`config.mk`:
```
export PLATFORM = sky130hd
export DESIGN_NAME = mcv_device_end_flat
export DESIGN_NICKNAME = d
export VERILOG_FILES = /design/src/shared/mcv_pkg.sv /design/src/shared/mcv_if.sv /design/src/design/mcv_mac_pipe.sv /design/src/design/mcv_device_end.sv /design/src/flat_wrapper.sv
export SDC_FILE = /design/constraint.sdc
export NUM_CORES = 1
export LEC_CHECK = 0
export BUFFER_PORTS_ARGS = -buffer_cell sky130_fd_sc_hd__buf_2
export CORE_MARGIN = 5
export CORE_UTILIZATION = 50
export DETAILED_ROUTE_END_ITERATION = 8
export GPL_ROUTABILITY_DRIVEN = 0
export GPL_TIMING_DRIVEN = 0
export PLACE_DENSITY_LB_ADDON = 0.15
export SYNTH_ARGS = -nofsm -noshare
export SYNTH_HDL_FRONTEND = slang
export SYNTH_SLANG_ARGS = --single-unit
```
`constraint.sdc`:
```
create_clock -name i_clk -period 6.48 [get_ports i_clk]
set_clock_uncertainty 0.05 [all_clocks]
set_input_delay 0.648 -clock i_clk [delete_from_list [all_inputs] [get_ports i_clk]]
set_output_delay 0.648 -clock i_clk [all_outputs]
set_load 0.03 [all_outputs]
```
`src/shared/mcv_pkg.sv`:
```
// constants shared by the multichannel valid stream ends
// Overview of operation
// - data meaningful only while valid high
// - channel is 8-bit id when valid
// - channel id travels with its data word
// - receiver decodes valid and channel, not latency
// - filter input valid acts as processing enable
// - source raises first valid only with real data
// - output data, valid, channel aligned same cycle
// - source presents data, valid, channel together
// - frame channels travel in consecutive cycles
// - source throttles only before channel zero
// - logic zero, adder/mux one, multiplier three stages
// - one datapath reused across time slots
// - slots per wire is floor(clock/sample)
// - channel counts zero to per-wire count minus one
// - unused slots carry valid low, channel don't-care
package mcv_pkg;
   localparam int CHAN_W = 8;                        // channel identifier width
   localparam int DATA_W = 16;                       // default data word width
   localparam int CLOCK_RATE_MHZ = 100;              // system clock rate
   localparam int SAMPLE_RATE_MHZ = 50;              // per-channel sample rate
   localparam int SLOTS_PER_PERIOD = CLOCK_RATE_MHZ / SAMPLE_RATE_MHZ; // floor division
   localparam int CHAN_COUNT = 2;                    // channels on one wire
   localparam int MUL_STAGES = 3;                    // multiplier register stages
   localparam int ADD_STAGES = 1;                    // adder register stages
   localparam int MUX_STAGES = 1;                    // multiplexer register stages
   localparam int PIPE_STAGES = MUL_STAGES + ADD_STAGES + MUX_STAGES; // total latency
   localparam logic [CHAN_W-1:0] CHAN_ZERO = 8'h00;  // first channel of a frame
endpackage

```
`src/shared/mcv_if.sv`:
```
// stream interface carrying data, valid and channel between two ends
`timescale 1ns/1ps
interface mcv_if #(parameter int DW = 16) (input wire logic i_clk);
   logic [DW-1:0] data;   // sample word
   logic valid;           // word meaningful
   logic [7:0] channel;   // channel id
   modport source (input i_clk, output data, output valid, output channel);
   modport sink (input i_clk, input data, input valid, input channel);
endinterface

```
`src/design/mcv_mac_pipe.sv`:
```
// folded multiply-accumulate pipeline that keeps channel tags with data
`timescale 1ns/1ps
module mcv_mac_pipe
   import mcv_pkg::*;
#(
   parameter int DW = DATA_W,
   parameter int NCH = CHAN_COUNT
) (
   input wire logic i_clk,                 // system clock
   input wire logic i_resetn,              // sync reset, active low
   input wire logic i_valid,               // sample enable
   input wire logic [DW-1:0] i_data,       // sample word
   input wire logic [CHAN_W-1:0] i_chan,   // sample channel
   input wire logic [DW-1:0] i_coef,       // gain coefficient
   input wire logic i_bypass,              // mux select: pass sample straight
   output logic o_valid,                   // result valid
   output logic [DW-1:0] o_data,           // result word
   output logic [CHAN_W-1:0] o_chan        // result channel
);
   localparam int PW = 2 * DW;
   // per-stage shift lines for the multiplier
   logic [PW-1:0] mul_r [MUL_STAGES];
   logic [DW-1:0] smp_r [MUL_STAGES];
   logic byp_r [MUL_STAGES];
   logic [CHAN_W-1:0] ch_r [MUL_STAGES];
   logic vl_r [MUL_STAGES];
   // per-channel accumulator memory, one slot per channel time share
   logic [DW-1:0] acc_r [NCH];
   logic [DW-1:0] sum_r, sum_nxt;
   logic [CHAN_W-1:0] sch_r;
   logic svl_r, sbyp_r;
   logic [DW-1:0] ssmp_r;
   logic [DW-1:0] out_r, out_nxt;
   logic [CHAN_W-1:0] och_r;
   logic ovl_r;
   logic [DW-1:0] prod_w;
   // product scaled back to word width
   always_comb begin
      prod_w = mul_r[MUL_STAGES-1][PW-2 -: DW];
      // accumulate into the slot of the word leaving the multiplier this cycle
      sum_nxt = acc_r[ch_r[MUL_STAGES-1][$clog2(NCH+1)-1:0] % NCH] + prod_w;
      out_nxt = sbyp_r ? ssmp_r : sum_r;
   end
   // multiplier stages, three registers deep
   always_ff @(posedge i_clk) begin
      for (int k = 0; k < MUL_STAGES; k++) begin
         if (k == 0) begin
            mul_r[k] <= PW'($signed(i_data) * $signed(i_coef));
            smp_r[k] <= i_data;
            byp_r[k] <= i_bypass;
            ch_r[k] <= i_chan;
            vl_r[k] <= i_resetn & i_valid;
         end else begin
            mul_r[k] <= mul_r[k-1];
            smp_r[k] <= smp_r[k-1];
            byp_r[k] <= byp_r[k-1];
            ch_r[k] <= ch_r[k-1];
            vl_r[k] <= i_resetn & vl_r[k-1];
         end
      end
   end
   // adder stage and per-channel accumulator update
   always_ff @(posedge i_clk) begin
      if (!i_resetn) begin
         svl_r <= 1'b0;
         sum_r <= '0;
         sch_r <= CHAN_ZERO;
         sbyp_r <= 1'b0;
         ssmp_r <= '0;
         for (int c = 0; c < NCH; c++) begin
            acc_r[c] <= '0;
         end
      end else begin
         svl_r <= vl_r[MUL_STAGES-1];
         sch_r <= ch_r[MUL_STAGES-1];
         sbyp_r <= byp_r[MUL_STAGES-1];
         ssmp_r <= smp_r[MUL_STAGES-1];
         sum_r <= sum_r;
         // state only advances on valid words so slower input rates stay correct
         if (vl_r[MUL_STAGES-1]) begin
            sum_r <= sum_nxt;
            acc_r[ch_r[MUL_STAGES-1][$clog2(NCH+1)-1:0] % NCH] <= sum_nxt;
         end
      end
   end
   // multiplexer stage, output all three signals from one register set
   always_ff @(posedge i_clk) begin
      if (!i_resetn) begin
         ovl_r <= 1'b0;
         out_r <= '0;
         och_r <= CHAN_ZERO;
      end else begin
         ovl_r <= svl_r;
         out_r <= out_nxt;
         och_r <= sch_r;
      end
   end
   assign o_valid = ovl_r;
   assign o_data = out_r;
   assign o_chan = och_r;
endmodule

```
`src/design/mcv_device_end.sv`:
```
// device end: aligned input boundary, folded datapath, aligned output boundary
`timescale 1ns/1ps
module mcv_device_end
   import mcv_pkg::*;
#(
   parameter int DW = DATA_W,
   parameter int NCH = CHAN_COUNT
) (
   input wire logic i_clk,                 // system clock
   input wire logic i_resetn,              // sync reset, active low
   mcv_if.sink input_boundary,             // incoming stream
   mcv_if.source output_boundary,          // outgoing stream
   input wire logic [DW-1:0] i_coef,       // gain coefficient
   input wire logic i_bypass,              // pass samples without gain
   output logic o_frame_err                // frame not in consecutive cycles
);
   logic in_vl_r, in_vl_nxt;
   logic [DW-1:0] in_dt_r;
   logic [CHAN_W-1:0] in_ch_r;
   logic [CHAN_W-1:0] exp_r, exp_nxt;
   logic err_r, err_nxt;
   logic p_vl;
   logic [DW-1:0] p_dt;
   logic [CHAN_W-1:0] p_ch;
   logic vo_r;
   logic [DW-1:0] do_r;
   logic [CHAN_W-1:0] co_r;
   // input boundary capture; all three fields registered together
   always_comb begin
      in_vl_nxt = input_boundary.valid;
      exp_nxt = exp_r;
      err_nxt = err_r;
      // watch that frames arrive in consecutive cycles
      if (in_vl_r) begin
         if (in_ch_r != exp_r) begin
            err_nxt = 1'b1;
         end
         exp_nxt = (in_ch_r == CHAN_W'(NCH - 1)) ? CHAN_ZERO : in_ch_r + 8'h01;
      end else if (exp_r != CHAN_ZERO) begin
         err_nxt = 1'b1;
      end
   end
   always_ff @(posedge i_clk) begin
      if (!i_resetn) begin
         in_vl_r <= 1'b0;
         in_dt_r <= '0;
         in_ch_r <= CHAN_ZERO;
         exp_r <= CHAN_ZERO;
         err_r <= 1'b0;
      end else begin
         in_vl_r <= in_vl_nxt;
         in_dt_r <= input_boundary.data;
         in_ch_r <= input_boundary.channel;
         exp_r <= exp_nxt;
         err_r <= err_nxt;
      end
   end
   // folded datapath shared across channel slots
   mcv_mac_pipe #(.DW(DW), .NCH(NCH)) u_pipe (
      .i_clk(i_clk),
      .i_resetn(i_resetn),
      .i_valid(in_vl_r),
      .i_data(in_dt_r),
      .i_chan(in_ch_r),
      .i_coef(i_coef),
      .i_bypass(i_bypass),
      .o_valid(p_vl),
      .o_data(p_dt),
      .o_chan(p_ch)
   );
   // output boundary register, keeping the three signals aligned
   always_ff @(posedge i_clk) begin
      if (!i_resetn) begin
         vo_r <= 1'b0;
         do_r <= '0;
         co_r <= CHAN_ZERO;
      end else begin
         vo_r <= p_vl;
         do_r <= p_dt;
         co_r <= p_ch;
      end
   end
   assign output_boundary.valid = vo_r;
   assign output_boundary.data = do_r;
   assign output_boundary.channel = co_r;
   assign o_frame_err = err_r;
endmodule

```
`src/flat_wrapper.sv`:
```
// flat-port wrapper written by rule: the top's interface ports become plain ports
module mcv_device_end_flat import mcv_pkg::*;
#(
   parameter int DW = DATA_W,
   parameter int NCH = CHAN_COUNT
)
  (i_clk, i_resetn, i_coef, i_bypass, o_frame_err, input_boundary_data, input_boundary_valid, input_boundary_channel, output_boundary_data, output_boundary_valid, output_boundary_channel);
  mcv_if #(.DW(DW)) input_boundary_i (.i_clk(i_clk));
  mcv_if #(.DW(DW)) output_boundary_i (.i_clk(i_clk));
  input wire logic i_clk;
  input wire logic i_resetn;
  input wire logic [DW-1:0] i_coef;
  input wire logic i_bypass;
  output logic o_frame_err;
  input wire logic [$bits(input_boundary_i.data)-1:0] input_boundary_data;
  input wire logic [$bits(input_boundary_i.valid)-1:0] input_boundary_valid;
  input wire logic [$bits(input_boundary_i.channel)-1:0] input_boundary_channel;
  output wire logic [$bits(output_boundary_i.data)-1:0] output_boundary_data;
  output wire logic [$bits(output_boundary_i.valid)-1:0] output_boundary_valid;
  output wire logic [$bits(output_boundary_i.channel)-1:0] output_boundary_channel;
  assign input_boundary_i.data = input_boundary_data;
  assign input_boundary_i.valid = input_boundary_valid;
  assign input_boundary_i.channel = input_boundary_channel;
  assign output_boundary_data = output_boundary_i.data;
  assign output_boundary_valid = output_boundary_i.valid;
  assign output_boundary_channel = output_boundary_i.channel;
  mcv_device_end #(.DW(DW), .NCH(NCH)) u_core (.i_clk(i_clk), .i_resetn(i_resetn), .input_boundary(input_boundary_i), .output_boundary(output_boundary_i), .i_coef(i_coef), .i_bypass(i_bypass), .o_frame_err(o_frame_err));
endmodule
```
== Word-level counts from Yosys, hierarchy flattened ==
Memory sizes are Yosys's and may differ from the RTL's. A register that Yosys moved wholly into a read port is not among the register bits.
Cells that the tools add are included.

* Flip-flop bits (word level): 109
* Bits in writable memories: 206
* Input port bits: 44
* Output and inout port bits: 26
* Logic and storage cells: 47
* Memories kept: 6

* Add/subtract/negate cells: 2
* $mul: 1
* Equality and inequality tests: 3
* Multiplexer cells: 12
* Bitwise logic cells: 3
* Reduce and logical (&&, ||, !) cells: 6

{| class="wikitable"
|+ Memories
! name !! words !! bits a word !! read ports !! clocked after memory_dff !! write ports !! line !! RTL
|-
| u_core.u_pipe.mul_r || 3 || 32 || 3 || 0 || 3 || mcv_mac_pipe.sv:22 || <nowiki>logic [PW-1:0] mul_r [MUL_STAGES];</nowiki>
|-
| u_core.u_pipe.smp_r || 3 || 16 || 3 || 1 || 3 || mcv_mac_pipe.sv:23 || <nowiki>logic [DW-1:0] smp_r [MUL_STAGES];</nowiki>
|-
| u_core.u_pipe.acc_r || 2 || 16 || 1 || 0 || 2 || mcv_mac_pipe.sv:28 || <nowiki>logic [DW-1:0] acc_r [NCH];</nowiki>
|-
| u_core.u_pipe.ch_r || 3 || 8 || 3 || 0 || 3 || mcv_mac_pipe.sv:25 || <nowiki>logic [CHAN_W-1:0] ch_r [MUL_STAGES];</nowiki>
|-
| u_core.u_pipe.byp_r || 3 || 1 || 3 || 1 || 3 || mcv_mac_pipe.sv:24 || <nowiki>logic byp_r [MUL_STAGES];</nowiki>
|-
| u_core.u_pipe.vl_r || 3 || 1 || 3 || 0 || 3 || mcv_mac_pipe.sv:26 || <nowiki>logic vl_r [MUL_STAGES];</nowiki>
|}

{| class="wikitable"
|+ Operator list
! kind !! number
|-
| multiplier 16 x 16 -> 32 bit || 1
|-
| 2-to-1 mux 16 bit || 2
|-
| adder 16 bit || 1
|-
| OR reduction 16 bit || 1
|-
| 2-to-1 mux 1 bit || 9
|-
| adder 8 x 1 -> 8 bit, second input constant || 1
|-
| == test 8 x 1 -> 1 bit, second input constant || 1
|-
| 2-to-1 mux 8 bit || 1
|-
| inequality test 8 bit || 1
|-
| nonzero test 8 bit || 1
|-
| AND 1 bit || 3
|-
| zero test 1 bit || 2
|-
| inequality test 2 bit, second input constant || 1
|-
| AND reduction 2 bit || 1
|-
| nonzero test 2 bit || 1
|}

== Logic depth before layout (Yosys ltp) ==
* Depth in word-level cells: 5
* Mapped depth: 23
* Gate-level depth less buffers: 22

== Modules after synthesis ==
From an unflattened synthesis, not the netlist that was laid out.

* Cell total of the unflattened synthesis: 1688
* Area total of the unflattened synthesis: 17775.8 um^2

{| class="wikitable"
|+ Modules (own cells, without submodules)
! module !! instances !! cells each !! area an instance (um^2) !! sequential area each (um^2)
|-
| mcv_mac_pipe || 1 || 1520 || 15864.0 || 4824.6
|-
| mcv_device_end || 1 || 168 || 1911.8 || 1181.1
|}

== Worst setup path after synthesis ==
No wires, ideal clock.

* Path type: in2reg
* From: input port i_coef[5]
* To: memory u_core.u_pipe.mul_r[0][28] in the netlist's numbering
* Setup time: 72 ps
* Data arrival time: 6005 ps
* Data required time: 6358 ps
* Slack: 353 ps
* Stages on the path: 19
* Buffers on the path: 1
* Cells stage by stage: clkbuf_1 nand2_1 fa_1 inv_1 fa_1 fa_1 fa_1 fa_1 inv_1 fa_1 inv_1 ha_1 a21o_1 a21oi_4 o221ai_2 a41o_1 a211o_1 a21oi_2 xnor2_1

{| class="wikitable"
|+ RTL lines
! item !! line !! RTL
|-
| from (decl) || flat_wrapper.sv:12 || <nowiki>input wire logic [DW-1:0] i_coef;</nowiki>
|-
| to (decl) || mcv_mac_pipe.sv:22 ||
|}

==> results.cfg <==
[global_route]
grt_start_max_net_pins = 17
grt_pass1_wl_um = 64700
groute.usage.overall = 0.199
grt_overflow = 0
antenna_found_initial = 1
grt_pass1_vias = 12494

[route]
dr_total_vias = 11347
avgViaCountPerCell = 4.94
wire_per_inst_um = 16.9
wl_um = 38800
drc_errors = 0
drtAntennaViolNets = 0
drt_iter0_drc = 431
first_pass_iters = 5

[worst_hold_path]
min_path_cells = 1
hp-class = in -> reg

[die]
die_h_um = 200
core_area_um2 = 35700
dieArea_um2 = 40000
rows = 69
die_w_um = 200
io_pins = 70
initial_core_util = 0.507

[pwr]
p_per_area_nw_per_um2 = 408
vdd_drop_max_mv = 0.311
p_leak_nw = 9.33
total_power_mw = 8.12

[placed_design]
place_hpwl_um = 31200
placed_cell_area_um2 = 19000
dp_cells = 2254
post-place-ws_ns = -0.623
io_buffers = 68

[critical_path]
arrival_ns = 6.56
startpoint_type = flop
worstSetupEndpointType = flop
reg2reg_to = u_core.u_pipe.mul_r[0][22]
regToRegStartpoint = u_core.in_dt_r[14]
reg2reg_depth = 18
critPathCapture = u_core.u_pipe.mul_r[0][22]
worstPathRequired_ns = 6.86
crit_fanout = 10
r2r_setup_slack_ns = 0.30
startpoint = u_core.in_dt_r[14]
path_class = reg -> reg

[job]
cap_violations = 0

[timing]
relSlewSlack = 0.467
finalCritPeriodShare = 0.954
worst_slack_ns = 0.297
max_slew.worst_pin.slew_ns = 0.798
rsz0062_at_grt = false
slew_viol_final = 0
max_freq_ghz = 0.162
hold_viol_final = 0
fin_crit_ns = 6.18
setup_viol = 0

[cells_and_area]
multiInputGateArea_um2 = 10600
antenna_cells = 0
area_growth_pct = 10.2
fillCellCount = 3192
ff_latch_area_um2 = 6030
post-route-util = 0.559
fin_cells = 2297
design_area_um2 = 19900
finish.net_count = 2213
drive_gt1_frac = 0.0931

[synthesis]
synth_top_area_cell = fa_1
synthTopCellsByArea = fa_1 (28%), dfxtp_1 (28%), and2_1 (7.4%), inv_1 (6.7%), ha_1 (6.5%)
syn_avg_cell_area_um2 = 10.5
syn_nets = 2119
async_reset_ff_frac = 0
synth_edf_count = 32
synthFlopType = dfxtp_1
syn_area_um2 = 18100
ys_warn_count = 0
synth_cell_type_count = 59
synth_seq_area_share = 0.332
synth_seq_cells = 284
netlist_instances = 1725
yosysTopAreaCellShare = 0.284

[clock_tree]
clk_pin_slew_ns = 0.06
htreeDepth = 1
holdBufCountCts = 0
clk_latency_ns = 0.52
cts_tree = done
cts_root_buffer = clkbuf_16
cts_sinks = 284
clk_path_buf_depth = 3
cts_buffers = 25

[run_status]
status = finished, final reports clean
## critical path, cell delays in order, from the launching register on
cell      delay (ns)
dfxtp_2         0.53
clkbuf_2        0.35
nand2_1         0.13
fa_1            0.53
fa_1            0.54
fa_1            0.52
inv_1           0.05
fa_1            0.49
fa_1            0.50
inv_1           0.05
fa_1            0.47
inv_1           0.04
ha_1            0.32
a211oi_1        0.33
nand4_1         0.15
o211ai_2        0.30
a21oi_2         0.14
or4_1           0.49
o311ai_1        0.10
## cell type report
cell class / count / area share
multi-input cells: 1060 / 0.534
flip-flops and latches: 284 / 0.303
inverters: 323 / 0.0609
clock buffers: 31 / 0.0341
well taps: 461 / 0.0290
repair buffers: 71 / 0.0182
plain buffers: 54 / 0.0119
clock inverters: 13 / 0.00930
## metrics by stage
| step | hold slack (ns) | setup TNS (ns) |
|---|---|---|
| CTS | 0.155 | 0 |
| global route | 0.162 | 0 |
| floorplan | 0.260 | 0 |
| global placement | 0.260 | -3.06 |
| detailed placement | 0.262 | -3.39 |
| finish | 0.178 | 0 |
## sequential cells by signal (all words and copies together), names as in the netlist, 16 cells and up
register,cells
u_core.u_pipe.sum_r,16
u_core.output_boundary.data,16
u_core.u_pipe.acc_r,32
u_core.u_pipe.mul_r,48
u_core.u_pipe.ssmp_r,16
u_core.u_pipe.o_data,16
u_core.u_pipe.smp_r,48
u_core.in_dt_r,16
u_core.u_pipe.ch_r,24
## worst min-delay path by stage
| stage | start | end | slack, ns |
|---|---|---|---|
| 3_5_place_dp | u_core.u_pipe.ch_r[0][7] | u_core.u_pipe.ch_r[0][15] | 0.26 |
| 3_3_place_gp | u_core.u_pipe.ch_r[0][5] | u_core.u_pipe.ch_r[0][13] | 0.26 |
| 6_report | i_bypass | u_core.u_pipe.byp_r[0] | 0.18 |
| 2_1_floorplan | u_core.u_pipe.byp_r[0] | u_core.u_pipe.byp_r[1] | 0.26 |
| 4_1_cts | i_bypass | u_core.u_pipe.byp_r[0] | 0.16 |
| 5_1_grt | i_bypass | u_core.u_pipe.byp_r[0] | 0.16 |
## power by group
part | switching, mW | internal, mW
Clock | 0.623 | 0.910
Sequential | 0.0969 | 2.05
Combinational | 2.48 | 1.96
## cells by family (layout without fill, tap and decap cells)
group / count (synthesis) / in the layout / synth area share
simple gates: 516 / 516 / 0.150
buf+inv: 381 / 492 / 0.0793
xor+xnor: 46 / 46 / 0.0247
compound gates: 109 / 109 / 0.0425
mux: 39 / 39 / 0.0226
flops: 284 / 284 / 0.332
fa+ha+maj: 350 / 350 / 0.349
## repair_timing
action | in CTS | in global routing
setup buffers | 0 | 3
pin swaps | 0 | 1
resized for setup | 18 | 29
cloned | 0 | 0
setup endpoints to repair | 9 | 10
## per-layer routing
| metal | global-route usage | vias to the layer above | wire length [µm] |
|---|---|---|---|
| met3 | 0.0209 | 52 | 1540 |
| met5 | 0 | - | 0 |
| met4 | 0.0516 | 0 | 930 |
| met2 | 0.355 | 222 | 19200 |
| met1 | 0.260 | 5625 | 17200 |
| li1 | - | 5448 | - |
## cell usage after synthesis (15+ instances only)
cell type / number
a21oi_1: 18
and2_1: 215
clkbuf_1: 55
dfxtp_1: 252
edfxtp_1: 32
fa_1: 256
ha_1: 94
inv_1: 322
mux2i_1: 25
nand2_1: 148
nand3_1: 17
nor2_1: 51
nor2b_1: 20
nor3_1: 15
o21ai_0: 18
xnor2_1: 20
xor2_1: 22
## layout by cell type (no fill, tap or decap), types with 12 or more instances in the layout
cell type | Yosys | final
clkbuf_1 | 55 | 40
nand2_1 | 148 | 148
fa_1 | 256 | 255
nor2_1 | 51 | 51
nor2b_1 | 20 | 20
edfxtp_1 | 32 | 32
nand3_1 | 17 | 17
mux2_2 | 14 | 14
mux2i_1 | 25 | 25
xnor2_1 | 20 | 20
ha_1 | 94 | 94
and2_1 | 215 | 215
buf_2 | 2 | 71
clkbuf_16 | 0 | 26
a21oi_1 | 18 | 17
nor3_1 | 15 | 15
dfxtp_1 | 252 | 238
o21ai_0 | 18 | 18
dfxtp_2 | 0 | 12
xor2_1 | 22 | 22
inv_1 | 322 | 322
No activity file was read; power rests on OpenSTA's default activity.
